### config.mk
export PLATFORM = sky130hd
export DESIGN_NAME = smp_prog_port
export DESIGN_NICKNAME = d
export VERILOG_FILES = /design/src/hw/smp_pkg.sv /design/src/hw/smp_fifo.sv /design/src/hw/smp_prog_port.sv
export VERILOG_INCLUDE_DIRS = /design/src /design/src/hw
export SDC_FILE = /design/constraint.sdc
export NUM_CORES = 2
export LEC_CHECK = 0
export BUFFER_PORTS_ARGS = -buffer_cell sky130_fd_sc_hd__buf_2
export CORE_UTILIZATION = 60
export DETAILED_ROUTE_END_ITERATION = 10
export GPL_ROUTABILITY_DRIVEN = 0
export GPL_TIMING_DRIVEN = 0
export HOLD_SLACK_MARGIN = 0.06
export PLACE_DENSITY = 0.74
export SKIP_LAST_GASP = 1
export SYNTH_ARGS = -nofsm -noshare
export SYNTH_HDL_FRONTEND = slang
export SYNTH_SLANG_ARGS = --single-unit
### constraint.sdc
create_clock -name core_clk -period 5.1 [get_ports core_clk]
set_clock_uncertainty 0.1 [all_clocks]
set_input_delay 0.255 -clock core_clk [delete_from_list [all_inputs] [get_ports core_clk]]
set_output_delay 0.255 -clock core_clk [all_outputs]
set_load 0.02 [all_outputs]
### src/hw/smp_defs.svh
/* smp constants: instruction codes, fields, wait times, sizes.
   assumes inclusion by bare name. */
`ifndef SMP_DEFS_SVH
`define SMP_DEFS_SVH

// core clock rate
`define SMP_CLK_MHZ        20

// self-timed write durations in microseconds
`define SMP_FLASH_WAIT_US  5000
`define SMP_EE_WAIT_US     10000
`define SMP_ERASE_WAIT_US  10000

// instruction bytes
`define SMP_ENABLE_B1      8'hac
`define SMP_ENABLE_B2      8'h53
`define SMP_ERASE_B2_TOP   3'h4
`define SMP_WR_PAGE_B1     8'h4c
`define SMP_RD_EE_B1       8'ha0
`define SMP_WR_EE_B1       8'hc0
`define SMP_RD_FLASH_HI    4'h2
`define SMP_LD_PAGE_HI     4'h4
`define SMP_B1_LOW_ZERO    3'h0

// field positions
`define SMP_B1_HBIT        3
`define SMP_PAGE_LSB       7
`define SMP_EE_HI_BITS     4

// link framing
`define SMP_BIT_LAST       3'h7
`define SMP_BYTE_THIRD     2'h2
`define SMP_ALL_ONES       8'hff
`define SMP_STRAP_DONE     2'h3
`define SMP_RD_CAPTURE     2'h1
`define SMP_RD_START       2'h2

// command buffer
`define SMP_FIFO_DEPTH     32
`define SMP_ADDR_W         16
`define SMP_DATA_W         8

`endif

### src/hw/smp_pkg.sv
/* smp_pkg: port types.
   assumes smp_defs.svh on the include path. */
`include "smp_defs.svh"

package smp_pkg;

    // array commands
    typedef enum logic [2:0] {
        SMP_OP_LOAD_LO    = 3'h0,
        SMP_OP_LOAD_HI    = 3'h1,
        SMP_OP_WR_PAGE    = 3'h2,
        SMP_OP_EE_ERASE   = 3'h3,
        SMP_OP_EE_WRITE   = 3'h4,
        SMP_OP_CHIP_ERASE = 3'h5
    } smp_op_t;

    // programming mode, one-hot
    typedef enum logic [2:0] {
        SMP_MODE_OFF     = 3'h1,
        SMP_MODE_WAIT_EN = 3'h2,
        SMP_MODE_ENABLED = 3'h4
    } smp_mode_t;

    // busy kind
    typedef enum logic [1:0] {
        SMP_BUSY_FLASH = 2'h0,
        SMP_BUSY_EE    = 2'h1,
        SMP_BUSY_ERASE = 2'h2
    } smp_busy_t;

    localparam int SMP_CMD_W = 3 + `SMP_ADDR_W + `SMP_DATA_W;

endpackage

### src/hw/smp_fifo.sv
/* smp_fifo: fifo with registered output word.
   assumes one clock, async active-low reset, depth a power of two. */
`timescale 1ns/10ps
`include "smp_defs.svh"

module smp_fifo #(
    parameter int WIDTH = smp_pkg::SMP_CMD_W,
    parameter int DEPTH = `SMP_FIFO_DEPTH
) (
    // clock and reset
    input  wire logic             core_clk,
    input  wire logic             arst_n,
    // filling side
    input  wire logic             in_valid,
    output logic                  in_ready,
    input  wire logic [WIDTH-1:0] in_data,
    // draining side
    output logic                  out_valid,
    input  wire logic             out_ready,
    output logic [WIDTH-1:0]      out_data
);
    import smp_pkg::*;

    localparam int AW = $clog2(DEPTH);

    if (DEPTH < 2 || (1 << AW) != DEPTH || WIDTH < 1)
    begin : g_bad
        $error("smp_fifo: depth must be a power of two of at least 2");
    end

    typedef struct packed {
        logic [DEPTH-1:0][WIDTH-1:0] mem;
        logic [AW-1:0]               wp;
        logic [AW-1:0]               rp;
        logic [AW:0]                 cnt;
        logic                        ov;
        logic [WIDTH-1:0]            od;
        logic                        full;
    } smp_fifo_st_t;

    smp_fifo_st_t st_r;
    smp_fifo_st_t st_nxt;

    always_comb
    begin
        logic push;
        logic pop;
        push = 1'b0;
        pop = 1'b0;
        st_nxt = st_r;
        push = in_valid && !st_r.full;
        // output stage refills whenever it is empty or being taken
        pop = (st_r.cnt != '0) && (!st_r.ov || out_ready);
        if (st_r.ov && out_ready)
        begin
            st_nxt.ov = 1'b0;
        end
        if (pop)
        begin
            st_nxt.ov = 1'b1;
            st_nxt.od = st_r.mem[st_r.rp];
            st_nxt.rp = st_r.rp + 1'b1;
        end
        if (push)
        begin
            st_nxt.mem[st_r.wp] = in_data;
            st_nxt.wp = st_r.wp + 1'b1;
        end
        st_nxt.cnt = st_r.cnt + {{AW{1'b0}}, push} - {{AW{1'b0}}, pop};
        // registered full keeps in_ready off any combinational path
        st_nxt.full = (st_nxt.cnt == (AW+1)'(DEPTH));
    end

    always_ff @(posedge core_clk or negedge arst_n)
    begin
        if (!arst_n)
        begin
            st_r <= '0;
        end
        else
        begin
            st_r <= st_nxt;
        end
    end

    assign in_ready  = !st_r.full;
    assign out_valid = st_r.ov;
    assign out_data  = st_r.od;

endmodule

### src/hw/smp_prog_port.sv
/* smp_prog_port: serial programming port; decodes instructions,
   answers reads, queues array writes.
   assumes the array answers a read one cycle after rd_req. */
`timescale 1ns/10ps
`include "smp_defs.svh"

// Operation
// programming accepted only while the device reset pin is held low
// program and erase act only after the programming-enable instruction
// data uses the alternate pins, clock the serial clock pin
// an eeprom byte write first erases that byte automatically
// chip erase sets every flash and eeprom location to all ones
// programmer holds each serial clock phase over 3 cpu clocks here
// incoming data sampled on serial clock rising edge
// outgoing data shifted on serial clock falling edge
// programmer powers up with reset and clock low, else pulses reset
// select pin low at power-on reset enters mode until power down
// programmer waits 20 ms after entry before programming-enable
// second enable byte echoes while third byte shifts in
// programmer sends all four enable bytes, resyncs by reset pulse
// page buffer loaded per byte at 7 address bits, low byte first
// write-page commits buffer to page at 9 upper address bits
// without polling programmer waits flash page time between pages
// only polling reads allowed while a write is in progress
// eeprom written one byte per instruction, programmer waits byte time
// read instruction shifts out the addressed location's content
// releasing reset high leaves programming mode
// reads inside a page being written return all ones until done
// programmer cannot poll all-ones values and waits full time
// programmer waits 5, 10, 10 and 4.5 ms minimum after writes
// enable instruction is ac, 53, then two don't-care bytes
// instructions are four bytes, each shifted msb first
module smp_prog_port #(
    parameter int FLASH_WAIT_CYC = `SMP_FLASH_WAIT_US * `SMP_CLK_MHZ,
    parameter int EE_WAIT_CYC    = `SMP_EE_WAIT_US * `SMP_CLK_MHZ,
    parameter int ERASE_WAIT_CYC = `SMP_ERASE_WAIT_US * `SMP_CLK_MHZ,
    parameter int FIFO_DEPTH     = `SMP_FIFO_DEPTH
) (
    // clock and reset
    input  wire logic                     core_clk,
    input  wire logic                     arst_n,
    // programming pins
    input  wire logic                     dev_reset_pin_n,
    input  wire logic                     serial_program_select_pin_n,
    input  wire logic                     serial_clock_pin,
    input  wire logic                     alt_serial_in_pin,
    output logic                          alt_serial_out_pin,
    output logic                          alt_serial_out_oe,
    // status
    output logic                          prog_mode,
    output logic                          prog_enabled,
    output logic                          nvm_busy,
    // read port to the arrays
    output logic                          rd_req,
    output logic                          rd_flash,
    output logic                          rd_hi,
    output logic [`SMP_ADDR_W-1:0]        rd_addr,
    input  wire logic [`SMP_DATA_W-1:0]   rd_data,
    // command stream to the arrays
    output logic                          cmd_valid,
    input  wire logic                     cmd_ready,
    output smp_pkg::smp_op_t              cmd_op,
    output logic [`SMP_ADDR_W-1:0]        cmd_addr,
    output logic [`SMP_DATA_W-1:0]        cmd_data
);
    import smp_pkg::*;

    localparam int MAXW  = (EE_WAIT_CYC > FLASH_WAIT_CYC) ? EE_WAIT_CYC : FLASH_WAIT_CYC;
    localparam int MAXW2 = (ERASE_WAIT_CYC > MAXW) ? ERASE_WAIT_CYC : MAXW;
    localparam int CNT_W = $clog2(MAXW2 + 1);

    if (FLASH_WAIT_CYC < 1 || EE_WAIT_CYC < 1 || ERASE_WAIT_CYC < 1)
    begin : g_bad
        $error("smp_prog_port: wait counts must be at least one cycle");
    end

    typedef struct packed {
        logic [1:0]             sck_s;
        logic                   sck_d;
        logic [1:0]             sdi_s;
        logic [1:0]             rstp_s;
        logic [1:0]             pen_s;
        logic [1:0]             strap_cnt;
        logic                   pen_mode;
        smp_mode_t              mode;
        logic [2:0]             bit_cnt;
        logic [1:0]             byte_cnt;
        logic [7:0]             in_sr;
        logic [7:0]             b1;
        logic [7:0]             b2;
        logic [7:0]             b3;
        logic [7:0]             out_sr;
        logic                   out_bit;
        logic                   out_oe;
        logic                   in_mode;
        logic                   rd_req;
        logic                   rd_flash;
        logic                   rd_hi;
        logic [`SMP_ADDR_W-1:0] rd_addr;
        logic [1:0]             rd_wait;
        logic                   rd_ff;
        logic                   q_valid;
        smp_op_t                q_op;
        logic [`SMP_ADDR_W-1:0] q_addr;
        logic [`SMP_DATA_W-1:0] q_data;
        logic                   busy;
        smp_busy_t              busy_kind;
        logic [CNT_W-1:0]       busy_cnt;
        logic [`SMP_ADDR_W-1:0] busy_addr;
    } smp_state_t;

    smp_state_t st_r;
    smp_state_t st_nxt;
    logic       q_ready;

    always_comb
    begin
        logic       sck_rise;
        logic       sck_fall;
        logic       in_mode;
        logic [7:0] byte_in;
        logic [7:0] b1;
        logic [`SMP_ADDR_W-1:0] addr;
        sck_rise = 1'b0;
        sck_fall = 1'b0;
        in_mode = 1'b0;
        byte_in = '0;
        b1 = '0;
        addr = '0;
        st_nxt = st_r;
        st_nxt.rd_req = 1'b0;

        // two-flop synchronisers
        st_nxt.sck_s  = {st_r.sck_s[0], serial_clock_pin};
        st_nxt.sdi_s  = {st_r.sdi_s[0], alt_serial_in_pin};
        st_nxt.rstp_s = {st_r.rstp_s[0], dev_reset_pin_n};
        st_nxt.pen_s  = {st_r.pen_s[0], serial_program_select_pin_n};
        st_nxt.sck_d  = st_r.sck_s[1];
        // edges found by sampling: needs phases longer than 3 core clocks
        sck_rise = st_r.sck_s[1] && !st_r.sck_d;
        sck_fall = !st_r.sck_s[1] && st_r.sck_d;

        // strap caught once, held until power down
        if (st_r.strap_cnt != `SMP_STRAP_DONE)
        begin
            st_nxt.strap_cnt = st_r.strap_cnt + 2'h1;
            if (st_nxt.strap_cnt == `SMP_STRAP_DONE)
            begin
                st_nxt.pen_mode = !st_r.pen_s[1];
            end
        end
        in_mode = st_r.pen_mode || !st_r.rstp_s[1];
        st_nxt.in_mode = in_mode;

        // self-timed write countdown
        if (st_r.busy)
        begin
            st_nxt.busy_cnt = st_r.busy_cnt - 1'b1;
            if (st_r.busy_cnt == CNT_W'(1))
            begin
                st_nxt.busy = 1'b0;
            end
        end

        // eeprom erase then write
        if (st_r.q_valid && q_ready)
        begin
            if (st_r.q_op == SMP_OP_EE_ERASE)
            begin
                st_nxt.q_op = SMP_OP_EE_WRITE;
            end
            else
            begin
                st_nxt.q_valid = 1'b0;
            end
        end

        // read answer lands before the next fall
        if (st_r.rd_wait == `SMP_RD_CAPTURE)
        begin
            st_nxt.out_sr = st_r.rd_ff ? `SMP_ALL_ONES : rd_data;
        end
        if (st_r.rd_wait != 2'h0)
        begin
            st_nxt.rd_wait = st_r.rd_wait - 2'h1;
        end

        if (!in_mode)
        begin
            // reset pulse resynchronises and drops the enable
            st_nxt.mode     = SMP_MODE_OFF;
            st_nxt.bit_cnt  = '0;
            st_nxt.byte_cnt = '0;
            st_nxt.out_oe   = 1'b0;
            st_nxt.out_bit  = 1'b0;
            st_nxt.out_sr   = '0;
        end
        else
        begin
            if (st_r.mode == SMP_MODE_OFF)
            begin
                st_nxt.mode = SMP_MODE_WAIT_EN;
            end
            st_nxt.out_oe = 1'b1;
            if (sck_fall)
            begin
                st_nxt.out_bit = st_r.out_sr[7];
                st_nxt.out_sr  = {st_r.out_sr[6:0], 1'b0};
            end
            if (sck_rise)
            begin
                byte_in = {st_r.in_sr[6:0], st_r.sdi_s[1]};
                st_nxt.in_sr = byte_in;
                st_nxt.bit_cnt = st_r.bit_cnt + 3'h1;
                if (st_r.bit_cnt == `SMP_BIT_LAST)
                begin
                    st_nxt.byte_cnt = st_r.byte_cnt + 2'h1;
                    // each finished byte is echoed during the next one, except the third byte of a read
                    st_nxt.out_sr = byte_in;
                    b1 = st_r.b1;
                    case (st_r.byte_cnt)
                        2'h0:
                        begin
                            st_nxt.b1 = byte_in;
                        end
                        2'h1:
                        begin
                            st_nxt.b2 = byte_in;
                        end
                        `SMP_BYTE_THIRD:
                        begin
                            st_nxt.b3 = byte_in;
                            // reads resolve now so byte four can carry data
                            if (st_r.mode == SMP_MODE_ENABLED)
                            begin
                                if (b1[7:4] == `SMP_RD_FLASH_HI && b1[2:0] == `SMP_B1_LOW_ZERO)
                                begin
                                    addr = {st_r.b2, byte_in};
                                    st_nxt.rd_req   = 1'b1;
                                    st_nxt.rd_flash = 1'b1;
                                    st_nxt.rd_hi    = b1[`SMP_B1_HBIT];
                                    st_nxt.rd_addr  = addr;
                                    st_nxt.rd_wait  = `SMP_RD_START;
                                    st_nxt.rd_ff    = st_r.busy && (st_r.busy_kind == SMP_BUSY_ERASE
                                        || (st_r.busy_kind == SMP_BUSY_FLASH
                                        && addr[`SMP_ADDR_W-1:`SMP_PAGE_LSB]
                                        == st_r.busy_addr[`SMP_ADDR_W-1:`SMP_PAGE_LSB]));
                                end
                                else if (b1 == `SMP_RD_EE_B1)
                                begin
                                    addr = {{`SMP_EE_HI_BITS{1'b0}}, st_r.b2[3:0], byte_in};
                                    st_nxt.rd_req   = 1'b1;
                                    st_nxt.rd_flash = 1'b0;
                                    st_nxt.rd_hi    = 1'b0;
                                    st_nxt.rd_addr  = addr;
                                    st_nxt.rd_wait  = `SMP_RD_START;
                                    // eeprom polls like flash, but matches the whole byte address instead of the page
                                    st_nxt.rd_ff    = st_r.busy && (st_r.busy_kind == SMP_BUSY_ERASE
                                        || (st_r.busy_kind == SMP_BUSY_EE && addr == st_r.busy_addr));
                                end
                            end
                        end
                        default:
                        begin
                            if (b1 == `SMP_ENABLE_B1 && st_r.b2 == `SMP_ENABLE_B2)
                            begin
                                st_nxt.mode = SMP_MODE_ENABLED;
                            end
                            // writes dropped while busy or queued
                            else if (st_r.mode == SMP_MODE_ENABLED && !st_r.busy && !st_r.q_valid)
                            begin
                                if (b1[7:4] == `SMP_LD_PAGE_HI && b1[2:0] == `SMP_B1_LOW_ZERO)
                                begin
                                    st_nxt.q_valid = 1'b1;
                                    st_nxt.q_op    = b1[`SMP_B1_HBIT] ? SMP_OP_LOAD_HI : SMP_OP_LOAD_LO;
                                    st_nxt.q_addr  = {{(`SMP_ADDR_W-`SMP_PAGE_LSB){1'b0}},
                                                      st_r.b3[`SMP_PAGE_LSB-1:0]};
                                    st_nxt.q_data  = byte_in;
                                end
                                else if (b1 == `SMP_WR_PAGE_B1)
                                begin
                                    addr = {st_r.b2, st_r.b3[7], {`SMP_PAGE_LSB{1'b0}}};
                                    st_nxt.q_valid   = 1'b1;
                                    st_nxt.q_op      = SMP_OP_WR_PAGE;
                                    st_nxt.q_addr    = addr;
                                    st_nxt.q_data    = '0;
                                    st_nxt.busy      = 1'b1;
                                    st_nxt.busy_kind = SMP_BUSY_FLASH;
                                    st_nxt.busy_cnt  = CNT_W'(FLASH_WAIT_CYC);
                                    st_nxt.busy_addr = addr;
                                end
                                else if (b1 == `SMP_WR_EE_B1)
                                begin
                                    addr = {{`SMP_EE_HI_BITS{1'b0}}, st_r.b2[3:0], st_r.b3};
                                    st_nxt.q_valid   = 1'b1;
                                    st_nxt.q_op      = SMP_OP_EE_ERASE;
                                    st_nxt.q_addr    = addr;
                                    st_nxt.q_data    = byte_in;
                                    st_nxt.busy      = 1'b1;
                                    st_nxt.busy_kind = SMP_BUSY_EE;
                                    st_nxt.busy_cnt  = CNT_W'(EE_WAIT_CYC);
                                    st_nxt.busy_addr = addr;
                                end
                                else if (b1 == `SMP_ENABLE_B1 && st_r.b2[7:5] == `SMP_ERASE_B2_TOP)
                                begin
                                    st_nxt.q_valid   = 1'b1;
                                    st_nxt.q_op      = SMP_OP_CHIP_ERASE;
                                    st_nxt.q_addr    = '0;
                                    st_nxt.q_data    = `SMP_ALL_ONES;
                                    st_nxt.busy      = 1'b1;
                                    st_nxt.busy_kind = SMP_BUSY_ERASE;
                                    st_nxt.busy_cnt  = CNT_W'(ERASE_WAIT_CYC);
                                    st_nxt.busy_addr = '0;
                                end
                            end
                        end
                    endcase
                end
            end
        end
    end

    always_ff @(posedge core_clk or negedge arst_n)
    begin
        if (!arst_n)
        begin
            st_r           <= '0;
            st_r.mode      <= SMP_MODE_OFF;
            st_r.sck_s     <= '0;
            st_r.rstp_s    <= 2'h3;
            st_r.pen_s     <= 2'h3;
            st_r.q_op      <= SMP_OP_LOAD_LO;
            st_r.busy_kind <= SMP_BUSY_FLASH;
        end
        else
        begin
            st_r <= st_nxt;
        end
    end

    // command buffer toward the array controller
    smp_fifo #(
        .WIDTH (SMP_CMD_W),
        .DEPTH (FIFO_DEPTH)
    ) u_cmd_fifo (
        .core_clk  (core_clk),
        .arst_n    (arst_n),
        .in_valid  (st_r.q_valid),
        .in_ready  (q_ready),
        .in_data   ({st_r.q_op, st_r.q_addr, st_r.q_data}),
        .out_valid (cmd_valid),
        .out_ready (cmd_ready),
        .out_data  ({cmd_op, cmd_addr, cmd_data})
    );

    assign alt_serial_out_pin = st_r.out_bit;
    assign alt_serial_out_oe  = st_r.out_oe;
    assign prog_mode          = st_r.in_mode;
    assign prog_enabled       = (st_r.mode == SMP_MODE_ENABLED);
    assign nvm_busy           = st_r.busy;
    assign rd_req             = st_r.rd_req;
    assign rd_flash           = st_r.rd_flash;
    assign rd_hi              = st_r.rd_hi;
    assign rd_addr            = st_r.rd_addr;

endmodule

==> results.md <==
## Critical path
• kind of end point of the critical path: flop
• required time reported for the critical path endpoint: 5.56 ns
• arrival time worst endpoint: 4.90 ns
• Crit Path Max Fanout: 10
• WS Path Type: flop to flop
• startpoint types: flop
• reg-to-reg critical path endpoint: u_cmd_fifo.st_r[0]$_DFF_PN0_
• worst reg2reg path depth: 14
• slack of the worst reg-to-reg path: 0.66 ns
• source of the worst register-to-register timing path: u_cmd_fifo.st_r[31]$_DFF_PN0_

## Route
• via density per instance: 6.48
• M1 wire length: 52,700 um
• residual DRC count: 0
• Iteration-0 DRC Markers: 2,849
• highest metal layer used by the detailed router: met4
• total wire length after detailed routing: 128,000 um
• detailed-route wire length per cell: 28.1 um
• drt first pass iters: 7
• Routed met3 length: 9400 um
• routed vias: 29.6k
• wire length on met2: 61,700 um
• Final ANT Viol Nets: 0

## Clocking
• Post-CTS Setup Inserts: 0
• clock net sink count: 1,057
• clock tree root driver cell: sky130_fd_sc_hd__clkbuf_16
• number of H-tree branching levels: 3
• clock latency on the worst-skew pair: 0.68 ns
• total clock buffers created by CTS: 110
• Clock Pin Slew Worst Setup and Hold Paths: 0.06 ns
• TritonCTS clock tree: built
• Max Root-Sink Buffers: 3

## Synth
• Net Count, Synth: 3,259
• post-synthesis cell area: 47,800 um^2
• most used flip-flop cell after synthesis: sky130_fd_sc_hd__dfrtp_1
• share of the synthesized area in the top cell type: 0.550
• share of the yosys chip area belonging to registers: 0.553
• number of distinct standard cells referenced by the synthesized netlist: 68
• Post-synth top cells: sky130_fd_sc_hd__dfrtp_1, sky130_fd_sc_hd__mux2_2, sky130_fd_sc_hd__mux4_2
• number of warnings printed during yosys synthesis: 0
• Post-Syn Instances: 3,220
• top post-synthesis cells by area: sky130_fd_sc_hd__dfrtp_1, sky130_fd_sc_hd__mux2_2, sky130_fd_sc_hd__mux4_2
• leading cell type by number of instances after synthesis: sky130_fd_sc_hd__dfrtp_1
• fraction of registers with async set or reset after synthesis: 1.00
• count of flip-flops with a built-in enable after synthesis: 0
• post-synth top area cell: sky130_fd_sc_hd__dfrtp_1
• Mean Syn Cell Area: 14.9 um^2
• #FFs+latches synth: 1,057

## Finish
• flip-flop and latch area: 26,500 um^2
• area of the multi-input gates: 19,800 um^2
• layout filler cell count: 5,334
• Area growth, synth to finish: 12.1%
• final instance area: 53,600 um^2
• Post-Route Utilization: 0.680
• NumNets Final: 3,459
• Post-Layout Cell Count: 4,564
• layout cells sized above 1: 0.447

## STA
• RSZ-0062 raised after global routing: false
• fin crit period: 4.44 ns
• endpoints failing setup: 0
• highest clock rate: 225 MHz
• post-route clock period utilization: 0.870
• count of pins over their slew limit: 0
• Slew headroom: 0.0680
• Worst Tran Pin Value: 1.40 ns
• number of endpoints with negative hold slack in the final report: 0
• Fin Setup TNS: 0 ns
• Worst Hold Margin: 0.0951 ns
• post-route setup slack: 0.662 ns

## Floorplan
• die area: 80,900 um^2
• I/O pin count: 67
• Die Y: 284 um
• die width: 284 um
• placement row count: 103
• core area: 78,900 um^2
• starting density of the core: 0.606

## Min path
• worst min path class: primary input to async pin

## GRT
• via count of the first global-routing pass: 31.2k
• overall routing resource usage: 0.324
• first-pass GRT wire length: 196,000 um
• Congestion Overflow GR: 0
• maximum number of pins on one net before global-route repair: 130
• antenna violations before repair: 0

## Placed design
• number of placed instances, taps included: 4,344
• sum of net half-perimeters after detailed placement: 89,600 um
• number of port buffers: 66
• post-place setup slack: 0.817 ns
• Area after DPL: 49,700 um^2

## Power
• total power divided by cell area: 400 nW/um^2
• Max VDD drop: 0.395 mV
• total power: 21.5 mW
• Leakage: 25.9 nW

## Outcome
• run status: finished clean

## Run
• max-capacitance violation count: 0

==> what timing repair did <==
| item | CTS | global route |
|---|---|---|
| resized for setup | 0 | 0 |
| hold endpoints to repair | 91 | 0 |
| hold buffers | 13 | 0 |
==> worst max-delay path, cell delays in order (launching register included) <==
cell and delay, ns:
sky130_fd_sc_hd__dfrtp_1 0.37, sky130_fd_sc_hd__inv_1 0.07, sky130_fd_sc_hd__ha_1 0.20, sky130_fd_sc_hd__nand4bb_1 0.21
sky130_fd_sc_hd__nand2_1 0.45, sky130_fd_sc_hd__inv_2 0.26, sky130_fd_sc_hd__clkbuf_1 0.87, sky130_fd_sc_hd__ha_1 0.38
sky130_fd_sc_hd__inv_1 0.06, sky130_fd_sc_hd__ha_1 0.18, sky130_fd_sc_hd__a21o_1 0.13, sky130_fd_sc_hd__a21oi_1 0.11
sky130_fd_sc_hd__or4b_2 0.62, sky130_fd_sc_hd__o2111a_1 0.17, sky130_fd_sc_hd__nor4bb_1 0.13
==> report_power, final <==
| part | internal, mW | switching, mW | total, mW |
|---|---|---|---|
| Clock | 4.93 | 3.37 | 8.29 |
| Combinational | 1.47 | 2.96 | 4.43 |
| Sequential | 8.59 | 0.163 | 8.75 |
==> logic make-up (layout without fill, tap and decap cells) <==
group | count (synthesis) | after routing | share of synthesized area
xor gates and xnor gates | 45 | 45 | 0.00824
muxes | 1178 | 1178 | 0.333
AOI/OAI and AO/OA | 204 | 204 | 0.0273
other | 0 | 1 | 0
DFF | 1057 | 1057 | 0.553
adders and majority gates | 24 | 24 | 0.00644
buffers and inverters | 340 | 633 | 0.0325
and+or+nand+nor | 372 | 372 | 0.0391
==> area by class of cell <==
type                            count  share of cell area
Clock inverter                     45             0.00956
Inverter                           27             0.00189
Timing Repair Buffer               88              0.0134
Antenna cell                        1           0.0000467
Sequential cell                  1057               0.493
Buffer                            313              0.0271
Clock buffer                      160              0.0607
Multi-Input combinational cell   1823               0.370
Tap cell                         1050              0.0245
==> state kept, by name, summed over array words and instances, names as in the netlist <==
name,cells
rd_flash,1
rd_hi,1
alt_serial_out_pin,1
st_nxt,5
st_r,121
prog_mode,1
nvm_busy,1
u_cmd_fifo.out_data,27
rd_req,1
rd_addr,16
u_cmd_fifo.st_r,881
u_cmd_fifo.out_valid,1
==> layout by cell type, fill, tap and decap left out, types with 10 or more instances in the layout <==
cell,count
sky130_fd_sc_hd__a2111oi_0,26
sky130_fd_sc_hd__a21oi_1,33
sky130_fd_sc_hd__and2_1,31
sky130_fd_sc_hd__buf_2,129
sky130_fd_sc_hd__buf_4,53
sky130_fd_sc_hd__bufinv_16,10
sky130_fd_sc_hd__clkbuf_1,212
sky130_fd_sc_hd__clkbuf_16,114
sky130_fd_sc_hd__clkbuf_8,23
sky130_fd_sc_hd__clkinv_2,26
sky130_fd_sc_hd__dfrtp_1,1052
sky130_fd_sc_hd__dlygate4sd3_1,13
sky130_fd_sc_hd__ha_1,23
sky130_fd_sc_hd__inv_1,26
sky130_fd_sc_hd__mux2_2,925
sky130_fd_sc_hd__mux2i_1,14
sky130_fd_sc_hd__mux4_2,239
sky130_fd_sc_hd__nand2_1,115
sky130_fd_sc_hd__nand3_1,10
sky130_fd_sc_hd__nor2_1,83
sky130_fd_sc_hd__nor2_2,11
sky130_fd_sc_hd__nor3_1,47
sky130_fd_sc_hd__o21ai_0,71
sky130_fd_sc_hd__o22ai_1,21
sky130_fd_sc_hd__xnor2_1,33
sky130_fd_sc_hd__xor2_1,12
==> per-layer routing <==
| layer | vias up | global-route usage |
|---|---|---|
| met5 | - | 0 |
| met4 | 0 | 0.112 |
| met3 | 281 | 0.0597 |
| met2 | 1197 | 0.515 |
| met1 | 15900 | 0.454 |
| li1 | 12200 | - |
==> how the worst max path moves through the flow <==
stage	start	end	slack, ns	cells past startpoint
2_1_floorplan	u_cmd_fifo.st_r[31]$_DFF_PN0_	u_cmd_fifo.st_r[0]$_DFF_PN0_	2.14	14
3_3_place_gp	arst_n	u_cmd_fifo.st_r[891]$_DFFE_PN0P_	-17.52	1
3_5_place_dp	u_cmd_fifo.st_r[31]$_DFF_PN0_	u_cmd_fifo.st_r[0]$_DFF_PN0_	0.82	14
4_1_cts	u_cmd_fifo.st_r[31]$_DFF_PN0_	u_cmd_fifo.st_r[0]$_DFF_PN0_	0.80	14
5_1_grt	u_cmd_fifo.st_r[31]$_DFF_PN0_	u_cmd_fifo.st_r[0]$_DFF_PN0_	0.56	14
6_report	u_cmd_fifo.st_r[31]$_DFF_PN0_	u_cmd_fifo.st_r[0]$_DFF_PN0_	0.66	14
No activity file was read; power rests on OpenSTA's default activity.
